==> src/rtl/cfpd_regs.svh <==
// Contract
// - pending irq plus pop setting the low-power bit in the status word hangs
// - pc indirect source skips the following instruction
// - taken jump followed by 0x40/0x50 pattern adds two
// - multi pop makes one extra read afterwards, none when it hangs
// - vacant extra read sets flag, maybe interrupt
`ifndef CFPD_REGS_SVH
`define CFPD_REGS_SVH

`define CFPD_ADDR_W        20
`define CFPD_DATA_W        16
`define CFPD_PC_STEP       20'h00002
`define CFPD_JUMP_EXTRA    20'h00002
`define CFPD_RESET_PC      20'h04400
`define CFPD_RESET_SP      20'h02400
`define CFPD_RESET_STW     16'h0000
// jump: top three bits 001, condition in 12:10, word offset in 9:0
`define CFPD_JUMP_TOP      3'h1
// word after a jump that trips the pc advance, x nibble masked
`define CFPD_PEEK_MASK     16'hf0ff
`define CFPD_PEEK_VAL_A    16'h0040
`define CFPD_PEEK_VAL_B    16'h0050
// multi pop: 15:8 selects width, 7:4 count minus one, 3:0 last register
`define CFPD_POP_ADDR_OP   8'h16
`define CFPD_POP_WORD_OP   8'h17
// status word register index and its bits
`define CFPD_STW_INDEX     4'h2
`define CFPD_STW_CARRY     0
`define CFPD_STW_ZERO      1
`define CFPD_STW_LOWPWR    4
// indirect source mode code in bits 5:4
`define CFPD_AS_INDIRECT   2'h2
`define CFPD_PC_INDEX      4'h0

`endif

==> src/rtl/cfpd_pkg.sv <==
package cfpd_pkg;

   typedef struct packed {
      logic        req;
      logic [19:0] addr;
   } cfpd_mem_req_t;

   typedef struct packed {
      logic        done;
      logic [19:0] pc;
   } cfpd_retire_t;

   typedef enum logic [2:0] {
      ST_FETCH,
      ST_DECODE,
      ST_JPEEK,
      ST_OPND,
      ST_POP,
      ST_POPX,
      ST_HANG
   } cfpd_state_t;

endpackage

==> src/rtl/cfpd_core.sv <==
`timescale 1ns/1ps
`include "cfpd_regs.svh"
module cfpd_core
   import cfpd_pkg::*;
#(
   parameter logic [19:0] RESET_PC = `CFPD_RESET_PC,
   parameter logic [19:0] RESET_SP = `CFPD_RESET_SP
) (
   input  wire logic          clk,
   input  wire logic          rst,
   output cfpd_mem_req_t      memOut,
   input  wire logic          memAck,
   input  wire logic [15:0]   memRdata,
   input  wire logic          memVacant,
   input  wire logic          irqPending,
   input  wire logic          vacantIrqEnable,
   input  wire logic          vacantFlagClear,
   output logic               vacantAccessFlag,
   output logic               vacantIrq,
   output logic               coreHung,
   output cfpd_retire_t       retire,
   output logic [15:0]        statusWord,
   input  wire logic [3:0]    dbgRegSel,
   output logic [19:0]        dbgRegData
);
   cfpd_state_t   state;
   cfpd_state_t   next_state;
   cfpd_mem_req_t next_memOut;
   cfpd_retire_t  next_retire;
   logic [19:0]   pc;
   logic [19:0]   next_pc;
   logic [19:0]   sp;
   logic [19:0]   next_sp;
   logic [15:0]   next_statusWord;
   logic [15:0]   inst;
   logic [15:0]   next_inst;
   logic [19:0]   jumpTarget;
   logic [19:0]   next_jumpTarget;
   logic          skipNext;
   logic          next_skipNext;
   logic [3:0]    popCnt;
   logic [3:0]    next_popCnt;
   logic [3:0]    popReg;
   logic [3:0]    next_popReg;
   logic          popHigh;
   logic          next_popHigh;
   logic          popWide;
   logic          next_popWide;
   logic [15:0]   popLow;
   logic [15:0]   next_popLow;
   logic          flagSet;
   logic          rfWe;
   logic [3:0]    rfWaddr;
   logic [19:0]   rfWdata;
   logic          next_flag;

   function automatic logic cond_taken(input logic [2:0] cc, input logic [15:0] stw);
      logic t;
      t = 1'b1;
      case (cc)
         3'h0:    t = ~stw[`CFPD_STW_ZERO];
         3'h1:    t = stw[`CFPD_STW_ZERO];
         3'h2:    t = ~stw[`CFPD_STW_CARRY];
         3'h3:    t = stw[`CFPD_STW_CARRY];
         default: t = 1'b1;
      endcase
      return t;
   endfunction

   // decode of the fetched word
   wire logic        isJump   = inst[15:13] == `CFPD_JUMP_TOP;
   wire logic        jumpGo   = cond_taken(inst[12:10], statusWord);
   wire logic [19:0] jumpDest = pc + {{9{inst[9]}}, inst[9:0], 1'b0};
   wire logic        isFmt1   = inst[15:14] != 2'h0;
   wire logic        isPcInd  = isFmt1 && inst[11:8] == `CFPD_PC_INDEX && inst[5:4] == `CFPD_AS_INDIRECT;
   wire logic        isPopA   = inst[15:8] == `CFPD_POP_ADDR_OP;
   wire logic        isPopW   = inst[15:8] == `CFPD_POP_WORD_OP;
   wire logic [3:0]  popFirst = inst[3:0] - inst[7:4];
   // the peek ignores the x nibble, so data words trip it as well as opcodes
   wire logic        peekHit  = (memRdata & `CFPD_PEEK_MASK) == `CFPD_PEEK_VAL_A
                             || (memRdata & `CFPD_PEEK_MASK) == `CFPD_PEEK_VAL_B;
   wire logic        memState = state == ST_FETCH || state == ST_JPEEK || state == ST_OPND
                             || state == ST_POP || state == ST_POPX;
   wire logic [19:0] stateAddr = (state == ST_POP || state == ST_POPX) ? sp : pc;
   wire logic        memDone  = memOut.req && memAck;
   wire logic [19:0] popValue = popWide ? {memRdata[3:0], popLow} : {4'h0, memRdata};
   wire logic        stwLowPower = popValue[`CFPD_STW_LOWPWR];

   always_comb begin
      next_state      = state;
      next_memOut     = memOut;
      next_retire     = '{done: 1'b0, pc: retire.pc};
      next_pc         = pc;
      next_sp         = sp;
      next_statusWord = statusWord;
      next_inst       = inst;
      next_jumpTarget = jumpTarget;
      next_skipNext   = skipNext;
      next_popCnt     = popCnt;
      next_popReg     = popReg;
      next_popHigh    = popHigh;
      next_popWide    = popWide;
      next_popLow     = popLow;
      flagSet         = 1'b0;
      rfWe            = 1'b0;
      rfWaddr         = 4'h0;
      rfWdata         = 20'h00000;
      if (memState && !memOut.req) begin
         next_memOut = '{req: 1'b1, addr: stateAddr};
      end
      if (memDone) begin
         next_memOut.req = 1'b0;
      end
      unique case (state)
         ST_FETCH: begin
            if (memDone) begin
               next_inst  = memRdata;
               next_pc    = pc + `CFPD_PC_STEP;
               next_state = ST_DECODE;
            end
         end
         ST_DECODE: begin
            next_state = ST_FETCH;
            if (skipNext) begin
               next_skipNext = 1'b0;
            end else if (isJump && jumpGo) begin
               next_jumpTarget = jumpDest;
               next_state      = ST_JPEEK;
            end else if (isPcInd) begin
               next_state = ST_OPND;
            end else if (isPopA || isPopW) begin
               next_popCnt  = inst[7:4];
               next_popReg  = popFirst;
               next_popHigh = 1'b0;
               next_popWide = isPopA;
               next_state   = ST_POP;
            end else begin
               next_retire = '{done: 1'b1, pc: pc - `CFPD_PC_STEP};
            end
         end
         ST_JPEEK: begin
            if (memDone) begin
               next_pc     = peekHit ? jumpTarget + `CFPD_JUMP_EXTRA : jumpTarget;
               next_retire = '{done: 1'b1, pc: pc - `CFPD_PC_STEP};
               next_state  = ST_FETCH;
            end
         end
         ST_OPND: begin
            if (memDone) begin
               rfWe    = 1'b1;
               rfWaddr = inst[3:0];
               rfWdata = {4'h0, memRdata};
               if (inst[3:0] == `CFPD_STW_INDEX) begin
                  next_statusWord = memRdata;
               end
               next_skipNext = 1'b1;
               next_retire   = '{done: 1'b1, pc: pc - `CFPD_PC_STEP};
               next_state    = ST_FETCH;
            end
         end
         ST_POP: begin
            if (memDone) begin
               next_sp = sp + `CFPD_PC_STEP;
               if (popWide && !popHigh) begin
                  next_popLow  = memRdata;
                  next_popHigh = 1'b1;
               end else begin
                  rfWe    = 1'b1;
                  rfWaddr = popReg;
                  rfWdata = popValue;
                  next_popHigh = 1'b0;
                  next_popReg  = popReg + 4'h1;
                  next_popCnt  = popCnt - 4'h1;
                  if (popReg == `CFPD_STW_INDEX) begin
                     next_statusWord = popValue[15:0];
                  end
                  if (popReg == `CFPD_STW_INDEX && stwLowPower && irqPending) begin
                     next_state = ST_HANG;
                  end else if (popCnt == 4'h0) begin
                     next_state = ST_POPX;
                  end
               end
            end
         end
         ST_POPX: begin
            // stray read at the stack pointer left by the last increment
            if (memDone) begin
               flagSet     = memVacant;
               next_retire = '{done: 1'b1, pc: pc - `CFPD_PC_STEP};
               next_state  = ST_FETCH;
            end
         end
         ST_HANG: begin
            // only reset leaves this state
            next_memOut = '{req: 1'b0, addr: memOut.addr};
         end
      endcase
   end

   // set beats a clear in the same cycle
   assign next_flag = flagSet | (vacantAccessFlag & ~vacantFlagClear);

   always_ff @(posedge clk or posedge rst) begin
      if (rst) begin
         state            <= ST_FETCH;
         memOut           <= '{req: 1'b0, addr: 20'h00000};
         retire           <= '{done: 1'b0, pc: 20'h00000};
         pc               <= RESET_PC;
         sp               <= RESET_SP;
         statusWord       <= `CFPD_RESET_STW;
         inst             <= 16'h0000;
         jumpTarget       <= 20'h00000;
         skipNext         <= 1'b0;
         popCnt           <= 4'h0;
         popReg           <= 4'h0;
         popHigh          <= 1'b0;
         popWide          <= 1'b0;
         popLow           <= 16'h0000;
      end else begin
         state            <= next_state;
         memOut           <= next_memOut;
         retire           <= next_retire;
         pc               <= next_pc;
         sp               <= next_sp;
         statusWord       <= next_statusWord;
         inst             <= next_inst;
         jumpTarget       <= next_jumpTarget;
         skipNext         <= next_skipNext;
         popCnt           <= next_popCnt;
         popReg           <= next_popReg;
         popHigh          <= next_popHigh;
         popWide          <= next_popWide;
         popLow           <= next_popLow;
      end
   end

   always_ff @(posedge clk or posedge rst) begin
      if (rst) begin
         vacantAccessFlag <= 1'b0;
         vacantIrq        <= 1'b0;
         coreHung         <= 1'b0;
      end else begin
         vacantAccessFlag <= next_flag;
         vacantIrq        <= next_flag & vacantIrqEnable;
         coreHung         <= next_state == ST_HANG;
      end
   end

   cfpd_regfile #(
      .WIDTH (20),
      .DEPTH (16),
      .AW    (4)
   ) u_regfile (
      .clk    (clk),
      .rst    (rst),
      .wrEn   (rfWe),
      .wrAddr (rfWaddr),
      .wrData (rfWdata),
      .rdAddr (dbgRegSel),
      .rdData (dbgRegData)
   );
endmodule

==> src/rtl/cfpd_regfile.sv <==
`timescale 1ns/1ps
module cfpd_regfile #(
   parameter int WIDTH = 20,
   parameter int DEPTH = 16,
   parameter int AW    = 4
) (
   input  wire logic             clk,
   input  wire logic             rst,
   input  wire logic             wrEn,
   input  wire logic [AW-1:0]    wrAddr,
   input  wire logic [WIDTH-1:0] wrData,
   input  wire logic [AW-1:0]    rdAddr,
   output logic      [WIDTH-1:0] rdData
);
   logic [WIDTH-1:0] mem [DEPTH];

   always_ff @(posedge clk) begin
      if (wrEn) begin
         mem[wrAddr] <= wrData;
      end
   end

   // registered read; a same-cycle write shows one cycle later
   always_ff @(posedge clk or posedge rst) begin
      if (rst) begin
         rdData <= '0;
      end else begin
         rdData <= mem[rdAddr];
      end
   end
endmodule

==> config.mk <==
export PLATFORM = sky130hd
export DESIGN_NAME = cfpd_core
export DESIGN_NICKNAME = d
export VERILOG_FILES = /design/src/rtl/cfpd_pkg.sv /design/src/rtl/cfpd_core.sv /design/src/rtl/cfpd_regfile.sv
export VERILOG_INCLUDE_DIRS = /design/src /design/src/rtl
export SDC_FILE = /design/constraint.sdc
export NUM_CORES = 1
export LEC_CHECK = 0
export ABC_CLOCK_PERIOD_IN_PS = 5950
export BUFFER_PORTS_ARGS = -buffer_cell sky130_fd_sc_hd__buf_2
export CORE_UTILIZATION = 35
export CTS_CLUSTER_DIAMETER = 50
export DETAILED_ROUTE_END_ITERATION = 7
export GPL_ROUTABILITY_DRIVEN = 0
export SLEW_MARGIN = 20
export SYNTH_ARGS = -nofsm -noshare
export SYNTH_HDL_FRONTEND = slang
export SYNTH_SLANG_ARGS = --single-unit
==> constraint.sdc <==
create_clock -name clk -period 5.95 [get_ports clk]
set_clock_uncertainty 0.2 [all_clocks]
set_input_delay 0.2975 -clock clk [delete_from_list [all_inputs] [get_ports clk]]
set_output_delay 0.2975 -clock clk [all_outputs]
set_load 0.03 [all_outputs]
---- Word level (Yosys, flattened, before mapping) ----
Memories as Yosys holds them, arrays and structs flattened. A register that Yosys moved wholly into a read port is not among the register bits.
Cells that the tools add are included.
word-level totals
  logic and storage cells ................. 182
  memories ................................ 1
  register bits after elaboration ......... 167
  memory bits (writable) .................. 320
operators by class
  reduce and logical (&&, ||, !) cells .... 41
  equal/unequal tests ..................... 31
  multiplexer cells ....................... 72
  bitwise operators ....................... 10
  add/subtract/negate cells ............... 8
memories
  memory         depth  width  read ports  clocked after Yosys merged registers in  write ports  RTL line            text
  u_regfile.mem  16     20     1           1                                        1            cfpd_regfile.sv:15  logic [WIDTH-1:0] mem [DEPTH];
operators by type and width
  operator                                                              number
  21-bit two-way mux                                                    7
  20-bit two-way mux                                                    7
  16-bit two-way mux                                                    6
  20-bit one-hot mux with 2 select lines                                2
  20-bit by 2-bit adder with 20-bit output, second input constant       3
  4-bit two-way mux                                                     15
  21-bit one-hot mux with 2 select lines                                1
  16-bit one-hot mux with 2 select lines                                1
  3-bit two-way mux                                                     10
  12-bit by 7-bit == test with 1-bit output, second input constant      2
  4-bit one-hot mux with 2 select lines                                 3
  20-bit adder                                                          1
  2-bit != test, second input constant                                  10
  20-bit by 2-bit subtractor with 20-bit output, second input constant  1
  6-bit AND reduction                                                   3
  8-bit by 5-bit == test with 1-bit output, second input constant       2
  1-bit two-way mux                                                     15
  3-bit by 2-bit == test with 1-bit output, second input constant       4
  3-bit == test, second input constant                                  4
  3-bit one-hot mux with 4 select lines                                 1
  2-bit nonzero test                                                    6
  3-bit by 1-bit == test with 1-bit output, second input constant       3
  3-bit AND reduction                                                   3
  4-bit by 2-bit == test with 1-bit output, second input constant       2
  20 further kinds                                                      50

---- Depth between registers and ports, before layout ----
Gate-level depths: netlist of the first run.
  depth in word-level cells ............... 9
  depth in mapped cells ................... 10
  mapped depth without buffers ............ 10

---- Modules after synthesis ----
A second synthesis of the first run with hierarchy kept.
unflattened totals
  cell total of the unflattened synthesis .. 1532
  area total of the unflattened synthesis .. 21947.3 um^2
modules (own cells, without submodules)
  module        seq. area each (um^2)  area each (um^2)  times used  cells each
  cfpd_regfile  10109.7                12634.6           1           534
  cfpd_core     4159.0                 9312.7            1           998

---- Least setup slack after synthesis of the first run ----
No wires, ideal clock.
  path type ............................... reg2reg
  start ................................... reg memOut[20] (netlist name)
  end ..................................... mem u_regfile.mem[4][0] (enable)
  stages on the path, launching flop included .. 9
  arrival ................................. 2.843 ns
  period minus slack after synthesis ...... 3.440 ns
  slack ................................... 2.510 ns
  path through ............................ dfrtp_1 -> and2_1 -> clkbuf_1 -> and3_1 -> clkbuf_1 -> and2_1 -> or3b_1 -> o22a_1 -> nor2_1
between the ends
  cells in the longest elaborated chain, start to end .. 5
ends and longest elaborated chain
  what                                     RTL line                            text
  from (decl)                              cfpd_core.sv:11                     output cfpd_mem_req_t memOut,
  from (signal assigned)                   cfpd_core.sv:206                    memOut <= '{req: 1'b0, addr: 20'h00000};
  from (signal assigned)                   cfpd_core.sv:221                    memOut <= next_memOut;
  1-bit logical AND *                      cfpd_core.sv:85                     wire logic memDone = memOut.req && memAck;
  1-bit two-way mux (on tied branches)     cfpd_core.sv:162, cfpd_core.sv:149
  1-bit one-hot mux with 2 select lines    cfpd_core.sv:114                    unique case (state)
  1-bit two-way mux                        cfpd_regfile.sv:18                  if (wrEn) begin
  1-bit two-way mux (implied by the code)  cfpd_regfile.sv:19                  mem[wrAddr] <= wrData;
  to (decl)                                cfpd_regfile.sv:15
Every way passes the cells marked *; elsewhere a longest branch is shown, timed or not.

---- Final worst setup path of the first run ----
  start ................................... reg state[2]
  end ..................................... mem u_regfile.mem[13][6] (enable)
between the ends
  cells in the longest elaborated chain, start to end .. 4
ends and longest elaborated chain
  what                                                                       RTL line            text
  from (decl)                                                                cfpd_core.sv:26     cfpd_state_t state;
  from (signal assigned)                                                     cfpd_core.sv:220    state <= next_state;
  3-bit == test or 3-bit by 2-bit == test with 1-bit output (tied branches)  cfpd_core.sv:114
  1-bit one-hot mux with 2 select lines                                      cfpd_core.sv:114
  1-bit two-way mux                                                          cfpd_regfile.sv:18
  1-bit two-way mux (implied by the code)                                    cfpd_regfile.sv:19
Parallel ways exist; a longest one is shown, timed or not.

==> impl_metrics.json, run 1 <==
{
  "status": "complete, no violations",
  "setup_viol": 0,
  "r2r-end": "u_regfile.mem[13][6]$_DFFE_PP_",
  "ys_types": 69,
  "cpPeakStageDelay_ns": 1.06,
  "antenna_left": 0,
  "area_growth_pct": 17.0,
  "fmax_mhz": 244,
  "path_clk_slew_ns": 0.06,
  "worstPathArrival_ns": 4.09,
  "ys_seq_area_frac": 0.654,
  "tightest_slew_ns": 1.14,
  "cts.sink_count": 506,
  "rows": 91,
  "io_pins": 108,
  "dieHeight_um": 252,
  "synthAdderAreaFrac": 0.0179,
  "die_area_um2": 63400,
  "critPathRequiredTime_ns": 5.94,
  "path_cells": "or3b_2 > nor2_2 > nand2_1 > a21oi_1 > a21oi_1 > nor2_2",
  "die_w_um": 252,
  "synth_top_family_by_area": "multiplexers",
  "portBuffers": 107,
  "gr-total-overflow": 0,
  "synth_cells": 1501,
  "clock_latency_ns": 0.63,
  "stdcell_count": 2515,
  "cts_resized": 0,
  "cpLargestDelayFamily": "simple AND/OR/NAND/NOR gates",
  "hp-start": "memAck",
  "critPathBufInv": 0,
  "via_per_inst": 5.16,
  "leakage_nw": 8.59,
  "yosysWarnings": 0,
  "cts_buffers": 58,
  "routed_wl_um": 51300,
  "ys.flop_type": "edfxtp_1",
  "core_area_um2": 61600,
  "finalNetCount": 1681,
  "worstRegToRegCells": 6,
  "hold_end": "memOut[20]$_DFFE_PP0P_",
  "dp_hpwl_um": 34400,
  "synth-compound-area-share": 0.0690,
  "initialDrtViolationCount": 840,
  "clockBufferDepth": 3,
  "synth_edf_count": 320,
  "end_kind": "flop",
  "power_density_nw_per_um2": 295,
  "synthSimpleGateAreaFrac": 0.0854,
  "holdPathStages": 4,
  "ir_worst_vdd_mv": 0.219,
  "synth_mux_area_frac": 0.125,
  "root_buffer": "clkbuf_16",
  "place_ws_ns": 1.63,
  "cts_max_level": 2,
  "rsz0062_at_grt": "no",
  "period_needed_ns": 4.09,
  "vias": 13000,
  "holdWs_ns": 0.0898,
  "async_reset_ff_frac": 0.368,
  "syn_area_um2": 21800,
  "hold_class": "in2reg",
  "crit_type": "reg2reg",
  "cts_tree": "done",
  "hold_viol_final": 0,
  "place_inst": 2380,
  "post_drt_wl_per_cell_um": 20.4,
  "synth_nets": 1558,
  "r2r-start": "state[2]$_DFF_PP0_",
  "synth-seq-cells": 506,
  "fin_crit_sh": 0.688,
  "layout_setup_ws_ns": 1.86,
  "grt_util_all_layers": 0.164,
  "drt_first_pass_iters": 5,
  "antenna_found_initial": 8,
  "drt_drc_violations_left": 0,
  "finalSetupTns_ns": 0,
  "worst-path-max-fanout": 35,
  "synth_xor_area_frac": 0.0281,
  "grt_start_max_net_pins": 129,
  "initial_utilization": 0.354,
  "max_slew_margin": 0.234,
  "fin_util": 0.414,
  "grt_first_pass_wirelength_um": 79700,
  "grt_pass1_vias": 13200,
  "start_kind": "flop",
  "slew_viol_final": 0,
  "r2r_slack_ns": 1.86,
  "final_layout_size_suffix_gt1_frac": 0.224,
  "max-cap-violations": 0,
  "fillers": 5560,
  "syn_avg_cell_area_um2": 14.5,
  "cp_slowest_cell": "dfrtp_1"
}
## layout make-up
class | instances | area (um2) | share of cell area
repair buffers | 144 | 868 | 0.0340
flip-flops and latches | 506 | 14300 | 0.559
clock inverters | 26 | 368 | 0.0144
well taps | 837 | 1050 | 0.0410
multi-input cells | 891 | 7200 | 0.282
diodes | 4 | 10.0 | 0.000392
inverters | 23 | 93.8 | 0.00368
clock buffers | 84 | 1670 | 0.0654
## synth_stat cells (24+ instances only)
cell type | n | area [um2]
ha_1 | 28 | 350
xnor2_1 | 45 | 394
o22ai_1 | 24 | 150
clkbuf_1 | 56 | 210
xor2_1 | 25 | 219
dfrtp_1 | 182 | 4550
edfxtp_1 | 320 | 9610
a21oi_1 | 88 | 440
nor2_1 | 95 | 357
mux4_2 | 100 | 2250
nand3_1 | 34 | 170
o21ai_0 | 80 | 400
nand2_1 | 145 | 544
## repair_timing
| item | 4_1_cts | 5_1_grt |
|---|---|---|
| hold buffers | 21 | 0 |
| setup buffers | 0 | 0 |
| hold endpoints to repair | 175 | 0 |
## worst max path at each step
stage | startpoint | to | slack (ns) | cells after the start
after floorplan | rst | coreHung$_DFF_PP0_ | 0.40 | 1
after global placement | state[2]$_DFF_PP0_ | u_regfile.mem[6][10]$_DFFE_PP_ | 1.64 | 6
after detailed placement | state[2]$_DFF_PP0_ | u_regfile.mem[11][15]$_DFFE_PP_ | 1.63 | 6
after CTS | state[2]$_DFF_PP0_ | u_regfile.mem[11][6]$_DFFE_PP_ | 1.56 | 6
after global routing | state[2]$_DFF_PP0_ | u_regfile.mem[9][4]$_DFFE_PP_ | 1.58 | 6
final | state[2]$_DFF_PP0_ | u_regfile.mem[13][6]$_DFFE_PP_ | 1.86 | 6
## where the power goes
| part | internal [mW] | switching (mW) |
|---|---|---|
| sequential | 3.71 | 0.00000000000000000870 |
| combinational | 0.0449 | 0.0817 |
| clock | 2.24 | 1.46 |
## metal layers
layer	vias to the layer above	wire, um	track usage
met3	80	2610	0.0280
met4	6	1140	0.0448
met5	-	46	0
li1	5957	-	-
met2	326	24000	0.261
met1	6618	23600	0.231
## kinds of logic after synthesis
logic type / count (synthesis)
adders and majority gates: 30
muxes: 144
DFF: 506
AOI/OAI and AO/OA: 257
xor gates and xnor gates: 70
buffers and inverters: 104
and+or+nand+nor: 390
## registers in the layout (all words and copies together), names as in the netlist, 16 cells and up
signal	cells
u_regfile.rdData	20
jumpTarget	20
pc	20
statusWord	16
memOut	21
popLow	16
sp	19
retire	21
u_regfile.mem	320
inst	16
## metrics by stage
step	power (mW)	instance area, um2
final	7.53	25500
after global routing	7.75	25500
after CTS	7.60	25500
after detailed placement	3.90	23300
after global placement	3.90	23200
after floorplan	3.85	21800
## worst reg2reg max path: stages, from the launching register on
cell,delay (ns)
dfrtp_1,1.06
or3b_2,0.58
nor2_2,0.27
nand2_1,0.26
a21oi_1,0.20
a21oi_1,0.17
nor2_2,0.92
## placed cells by master, fill, tap and decap left out, types with 6 or more instances in the layout
cell type,instances
edfxtp_1,320
nor2_2,10
inv_6,6
and3_1,13
clkbuf_1,15
nand3_1,34
mux4_2,100
dfrtp_1,182
a21oi_1,87
nor2_4,9
nor3_1,16
a31oi_1,8
ha_1,28
buf_4,17
clkbuf_16,59
xnor2_1,45
o21ai_0,80
nand2_1,145
buf_2,106
mux2_2,20
a21o_1,11
nand4_1,20
nand2b_1,11
clkbuf_8,10
bufinv_16,6
o22ai_1,24
nor2_1,77
dlygate4sd3_1,21
inv_1,22
a22o_1,17
clkinv_2,6
or3_1,6
and2_1,14
mux2i_1,21
xor2_1,25
No activity file was read; power rests on OpenSTA's default activity.
==> run 2: changes to the inputs <==
--- a/config.mk
+++ b/config.mk
@@ -6,7 +6,7 @@
 export SDC_FILE = /design/constraint.sdc
 export NUM_CORES = 1
 export LEC_CHECK = 0
-export ABC_CLOCK_PERIOD_IN_PS = 5950
+export ABC_CLOCK_PERIOD_IN_PS = 3900
 export BUFFER_PORTS_ARGS = -buffer_cell sky130_fd_sc_hd__buf_2
 export CORE_UTILIZATION = 35
 export CTS_CLUSTER_DIAMETER = 50
==> constraint.sdc (replaced) <==
create_clock -name clk -period 3.9 [get_ports clk]
set_clock_uncertainty 0.2 [all_clocks]
set_input_delay 0.195 -clock clk [delete_from_list [all_inputs] [get_ports clk]]
set_output_delay 0.195 -clock clk [all_outputs]
set_load 0.03 [all_outputs]
==> impl_metrics.json, run 2 (synthesis results as in run 1) <==
{
  "r2r-start": "state[1]$_DFF_PP0_",
  "swShare": 0.211,
  "slew_viol_final": 0,
  "power_frac_seq": 0.491,
  "place_ws_ns": 0.585,
  "layout.area.seq_um2": 14300,
  "start_kind": "flop",
  "portBuffers": 107,
  "ir_worst_vdd_mv": 0.361,
  "cts_buffers": 58,
  "cpPeakStageDelay_ns": 0.75,
  "fmax_mhz": 296,
  "hp-start": "dbgRegSel[3]",
  "core_area_um2": 61600,
  "fin_crit_sh": 0.865,
  "grt_first_pass_wirelength_um": 82000,
  "layout_setup_ws_ns": 0.525,
  "antenna_found_initial": 11,
  "p_int_mw": 9.08,
  "hold_viol_final": 0,
  "root_buffer": "clkbuf_16",
  "comb_power_share": 0.018,
  "holdPathStages": 2,
  "drt_first_pass_iters": 6,
  "path_clk_slew_ns": 0.06,
  "area_growth_pct": 17.5,
  "worstPathArrival_ns": 3.46,
  "worstRegToRegCells": 4,
  "rsz0062_at_grt": "no",
  "cts_max_level": 2,
  "post_cts_buffers": 0,
  "top_register": "u_regfile.mem",
  "clock_latency_ns": 0.63,
  "cts_resized": 0,
  "multiInputGateArea_um2": 7160,
  "status": "complete, no violations",
  "top_regs": "u_regfile.mem (320), memOut (21), retire (21)",
  "post_drt_wl_per_cell_um": 20.8,
  "hold_class": "in2reg",
  "period_needed_ns": 3.38,
  "worst-path-max-fanout": 20,
  "cp_slowest_cell": "and3_1",
  "drt_drc_violations_left": 0,
  "max-cap-violations": 0,
  "setup_viol": 0,
  "layout_common_cells": "320 x edfxtp_1, 182 x dfrtp_1, 145 x nand2_1",
  "antenna_left": 0,
  "r2r_slack_ns": 0.52,
  "routed_wl_um": 52500,
  "via_per_inst": 5.25,
  "io_pins": 108,
  "dieHeight_um": 252,
  "switchingPower_mw": 2.43,
  "max_slew_margin": 0.306,
  "layout.cells.most_common": "edfxtp_1",
  "path_cells": "or3b_2 > nor2_2 > and3_1 > a22o_1",
  "grt_pass1_vias": 13600,
  "end_kind": "flop",
  "largest_register_ffs": 320,
  "initialDrtViolationCount": 839,
  "die_area_um2": 63400,
  "power_density_nw_per_um2": 449,
  "die_w_um": 252,
  "hold_end": "u_regfile.rdData[1]$_DFF_PP0_",
  "grt_util_all_layers": 0.169,
  "cts_tree": "done",
  "initial_utilization": 0.354,
  "r2r-end": "u_regfile.mem[12][6]$_DFFE_PP_",
  "critPathRequiredTime_ns": 3.99,
  "finalSetupTns_ns": 0,
  "dp_hpwl_um": 34100,
  "cts.sink_count": 506,
  "final_layout_size_suffix_gt1_frac": 0.232,
  "vias": 13300,
  "holdBufCountCts": 22,
  "fillers": 5640,
  "p_clk_frac": 0.491,
  "clockBufferDepth": 3,
  "gr-total-overflow": 0,
  "rows": 91,
  "tightest_slew_ns": 1.04,
  "crit_type": "reg2reg",
  "grt_start_max_net_pins": 81,
  "finalNetCount": 1696,
  "leakage_nw": 8.68
}
run 2: power by group through the flow:
| stage | registers, mW | logic (mW) | clock network (mW) |
|---|---|---|---|
| floorplan | 5.76 | 0.116 | 0 |
| global placement | 5.76 | 0.193 | 0 |
| detailed placement | 5.76 | 0.193 | 0 |
| CTS | 5.65 | 0.212 | 5.79 |
| global route | 5.65 | 0.224 | 6.00 |
| finish | 5.65 | 0.203 | 5.65 |
run 2: cell type report:
class                      count  share of cell area
multi-input combinational    891               0.279
clock buffer                  77              0.0625
clock inverter                33              0.0172
antenna                        4            0.000390
sequential                   506               0.556
inverter                      23             0.00351
timing repair buffer         159              0.0403
tap                          837              0.0408
run 2: layer usage:
| metal | GRT usage | vias up | wire length, um |
|---|---|---|---|
| li1 | - | 5972 | - |
| met1 | 0.229 | 6788 | 23100 |
| met2 | 0.278 | 413 | 25200 |
| met3 | 0.0307 | 100 | 3000 |
| met4 | 0.0483 | 6 | 1260 |
| met5 | 0 | - | 39 |
run 2: per-stage QoR:
stage	std cells	area [um2]	utilization	hold slack (ns)	power (mW)
detailed placement	2394	23400	0.379	0.203	5.96
CTS	2526	25600	0.416	0.00141	11.7
floorplan	1501	21800	-	0.100	5.88
global placement	2394	23400	0.379	0.206	5.96
finish	2530	25700	0.416	0.0325	11.5
global route	2530	25700	0.416	0.0278	11.9
run 2: how the worst max path moves through the flow:
stage,startpoint,to,slack [ns],cells after the start
6_report,state[1]$_DFF_PP0_,u_regfile.mem[12][6]$_DFFE_PP_,0.52,4
5_1_grt,state[0]$_DFF_PP0_,u_regfile.mem[4][4]$_DFFE_PP_,0.33,7
4_1_cts,state[0]$_DFF_PP0_,u_regfile.mem[15][6]$_DFFE_PP_,0.53,4
3_5_place_dp,state[0]$_DFF_PP0_,u_regfile.mem[4][10]$_DFFE_PP_,0.59,7
3_3_place_gp,state[0]$_DFF_PP0_,u_regfile.mem[4][16]$_DFFE_PP_,0.63,7
2_1_floorplan,memOut[20]$_DFFE_PP0P_,u_regfile.mem[4][0]$_DFFE_PP_,0.46,8
run 2: worst max-delay path: cells and delay by family, from the launching register on:
family,cells,cell delay (ns)
AO/OA/AOI/OAI,1,0.68
flip-flops,1,0.53
AND/OR/NAND/NOR,3,1.61
==> run 3: changes to the inputs <==
--- a/config.mk
+++ b/config.mk
@@ -8,11 +8,14 @@
 export LEC_CHECK = 0
 export ABC_CLOCK_PERIOD_IN_PS = 3900
 export BUFFER_PORTS_ARGS = -buffer_cell sky130_fd_sc_hd__buf_2
-export CORE_UTILIZATION = 35
+export CORE_MARGIN = 4
+export CORE_UTILIZATION = 50
 export CTS_CLUSTER_DIAMETER = 50
 export DETAILED_ROUTE_END_ITERATION = 7
 export GPL_ROUTABILITY_DRIVEN = 0
+export PLACE_DENSITY = 0.67
 export SLEW_MARGIN = 20
 export SYNTH_ARGS = -nofsm -noshare
 export SYNTH_HDL_FRONTEND = slang
 export SYNTH_SLANG_ARGS = --single-unit
+export TNS_END_PERCENT = 30
==> impl_metrics.json, run 3 (synthesis results as in run 1) <==
{
  "status": "complete, no violations",
  "finalNetCount": 1699,
  "cts.sink_count": 506,
  "area_growth_pct": 15.5,
  "slew_viol_final": 0,
  "cts_resized": 0,
  "drt_drc_violations_left": 0,
  "end_kind": "flop",
  "layout.cells.most_common": "edfxtp_1",
  "ir_worst_vdd_mv": 0.402,
  "antenna_found_initial": 3,
  "top_regs": "u_regfile.mem (320), memOut (21), retire (21)",
  "comb_power_share": 0.018,
  "final_layout_size_suffix_gt1_frac": 0.229,
  "tightest_slew_ns": 1.09,
  "io_pins": 108,
  "via_per_inst": 5.85,
  "fmax_mhz": 285,
  "cts_tree": "done",
  "die_w_um": 217,
  "worst-path-max-fanout": 13,
  "worstPathArrival_ns": 3.60,
  "crit_type": "reg2reg",
  "n_antenna_cell": 0,
  "grt_pass1_vias": 13600,
  "layout_common_cells": "320 x edfxtp_1, 182 x dfrtp_1, 145 x nand2_1",
  "vias": 13300,
  "cts_buffers": 54,
  "clockBufferDepth": 3,
  "switchingPower_mw": 2.26,
  "start_kind": "flop",
  "swShare": 0.202,
  "post_drt_wl_per_cell_um": 22.6,
  "hp-start": "dbgRegSel[3]",
  "routed_wl_um": 51300,
  "core_area_um2": 43100,
  "drt_first_pass_iters": 5,
  "critPathRequiredTime_ns": 3.98,
  "max-cap-violations": 0,
  "path_clk_slew_ns": 0.06,
  "die_area_um2": 47000,
  "antenna_left": 0,
  "dieHeight_um": 217,
  "post_cts_buffers": 0,
  "power_frac_seq": 0.506,
  "gr-total-overflow": 0,
  "holdWs_ns": 0.0329,
  "max_slew_margin": 0.272,
  "holdBufCountCts": 22,
  "rows": 76,
  "p_int_mw": 8.92,
  "finalSetupTns_ns": 0,
  "p_clk_frac": 0.476,
  "r2r-start": "state[0]$_DFF_PP0_",
  "root_buffer": "clkbuf_16",
  "grt_start_max_net_pins": 89,
  "rsz0062_at_grt": "no",
  "initial_utilization": 0.507,
  "cts_max_level": 2,
  "cp-startpoint": "state[0]$_DFF_PP0_",
  "grt_first_pass_wirelength_um": 80800,
  "top_register": "u_regfile.mem",
  "leakage_nw": 8.62,
  "portBuffers": 107,
  "fin_crit_sh": 0.901,
  "hold_class": "in2reg",
  "setup_viol": 0,
  "clock_latency_ns": 0.61,
  "hold_viol_final": 0,
  "dp_hpwl_um": 33700,
  "initialDrtViolationCount": 1344,
  "power_density_nw_per_um2": 444,
  "grt_util_all_layers": 0.221,
  "period_needed_ns": 3.51,
  "largest_register_ffs": 320,
  "fin_util": 0.585
}
-- run 3: path summary, 6_finish.rpt --
check                                                 end  slack (ns)  depth (start not counted)
setup / recovery           u_regfile.mem[11][9]$_DFFE_PP_        0.39                          7
hold / removal              u_regfile.rdData[2]$_DFF_PP0_        0.03                          2
setup reg to reg           u_regfile.mem[11][9]$_DFFE_PP_        0.39                          7
hold reg to reg                         pc[0]$_DFFE_PP0P_        0.28                          2
max in group asynchronous             inst[6]$_DFFE_PP0P_        2.55                          4
min in group asynchronous              sp[14]$_DFFE_PP0P_        0.04                          3
-- run 3: worst max-delay path: stages (launching register included) --
cell	delay (ns)
dfrtp_1	0.51
or3b_2	0.58
nor2_2	0.30
nand2_1	0.28
nor3b_1	0.25
o21ai_0	0.27
nor2_2	0.49
buf_4	0.31
-- run 3: area by class of cell --
class / count / area (um2)
clock inverters: 37 / 447
multi-input cells: 891 / 7150
well taps: 585 / 732
repair buffers: 166 / 1080
flip-flops and latches: 506 / 14300
inverters: 23 / 90.1
fillers: 3320 / 17900
clock buffers: 65 / 1440
-- run 3: layer usage --
| metal | global-route usage | wire [um] |
|---|---|---|
| met1 | 0.314 | 21900 |
| met2 | 0.358 | 24800 |
| met3 | 0.0430 | 3570 |
| met4 | 0.0598 | 1140 |
| met5 | 0 | 0 |
-- run 3: stage by stage --
stage | cell area [um2] | total power [mW] | worst slack, ns | std cells
6_report | 25200 | 11.2 | 0.387 | 2273
5_1_grt | 25200 | 11.6 | 0.208 | 2273
4_1_cts | 25200 | 11.3 | 0.431 | 2273
3_5_place_dp | 23100 | 5.95 | 0.458 | 2149
3_3_place_gp | 23100 | 5.95 | 0.569 | 2149
2_1_floorplan | 21800 | 5.88 | 0.460 | 1501
-- run 3: power by group through the flow --
stage	logic [mW]	registers, mW	clock network, mW
3_5_place_dp	0.188	5.76	0
3_3_place_gp	0.189	5.76	0
5_1_grt	0.220	5.65	5.70
4_1_cts	0.204	5.65	5.43
6_report	0.199	5.65	5.32
2_1_floorplan	0.116	5.76	0
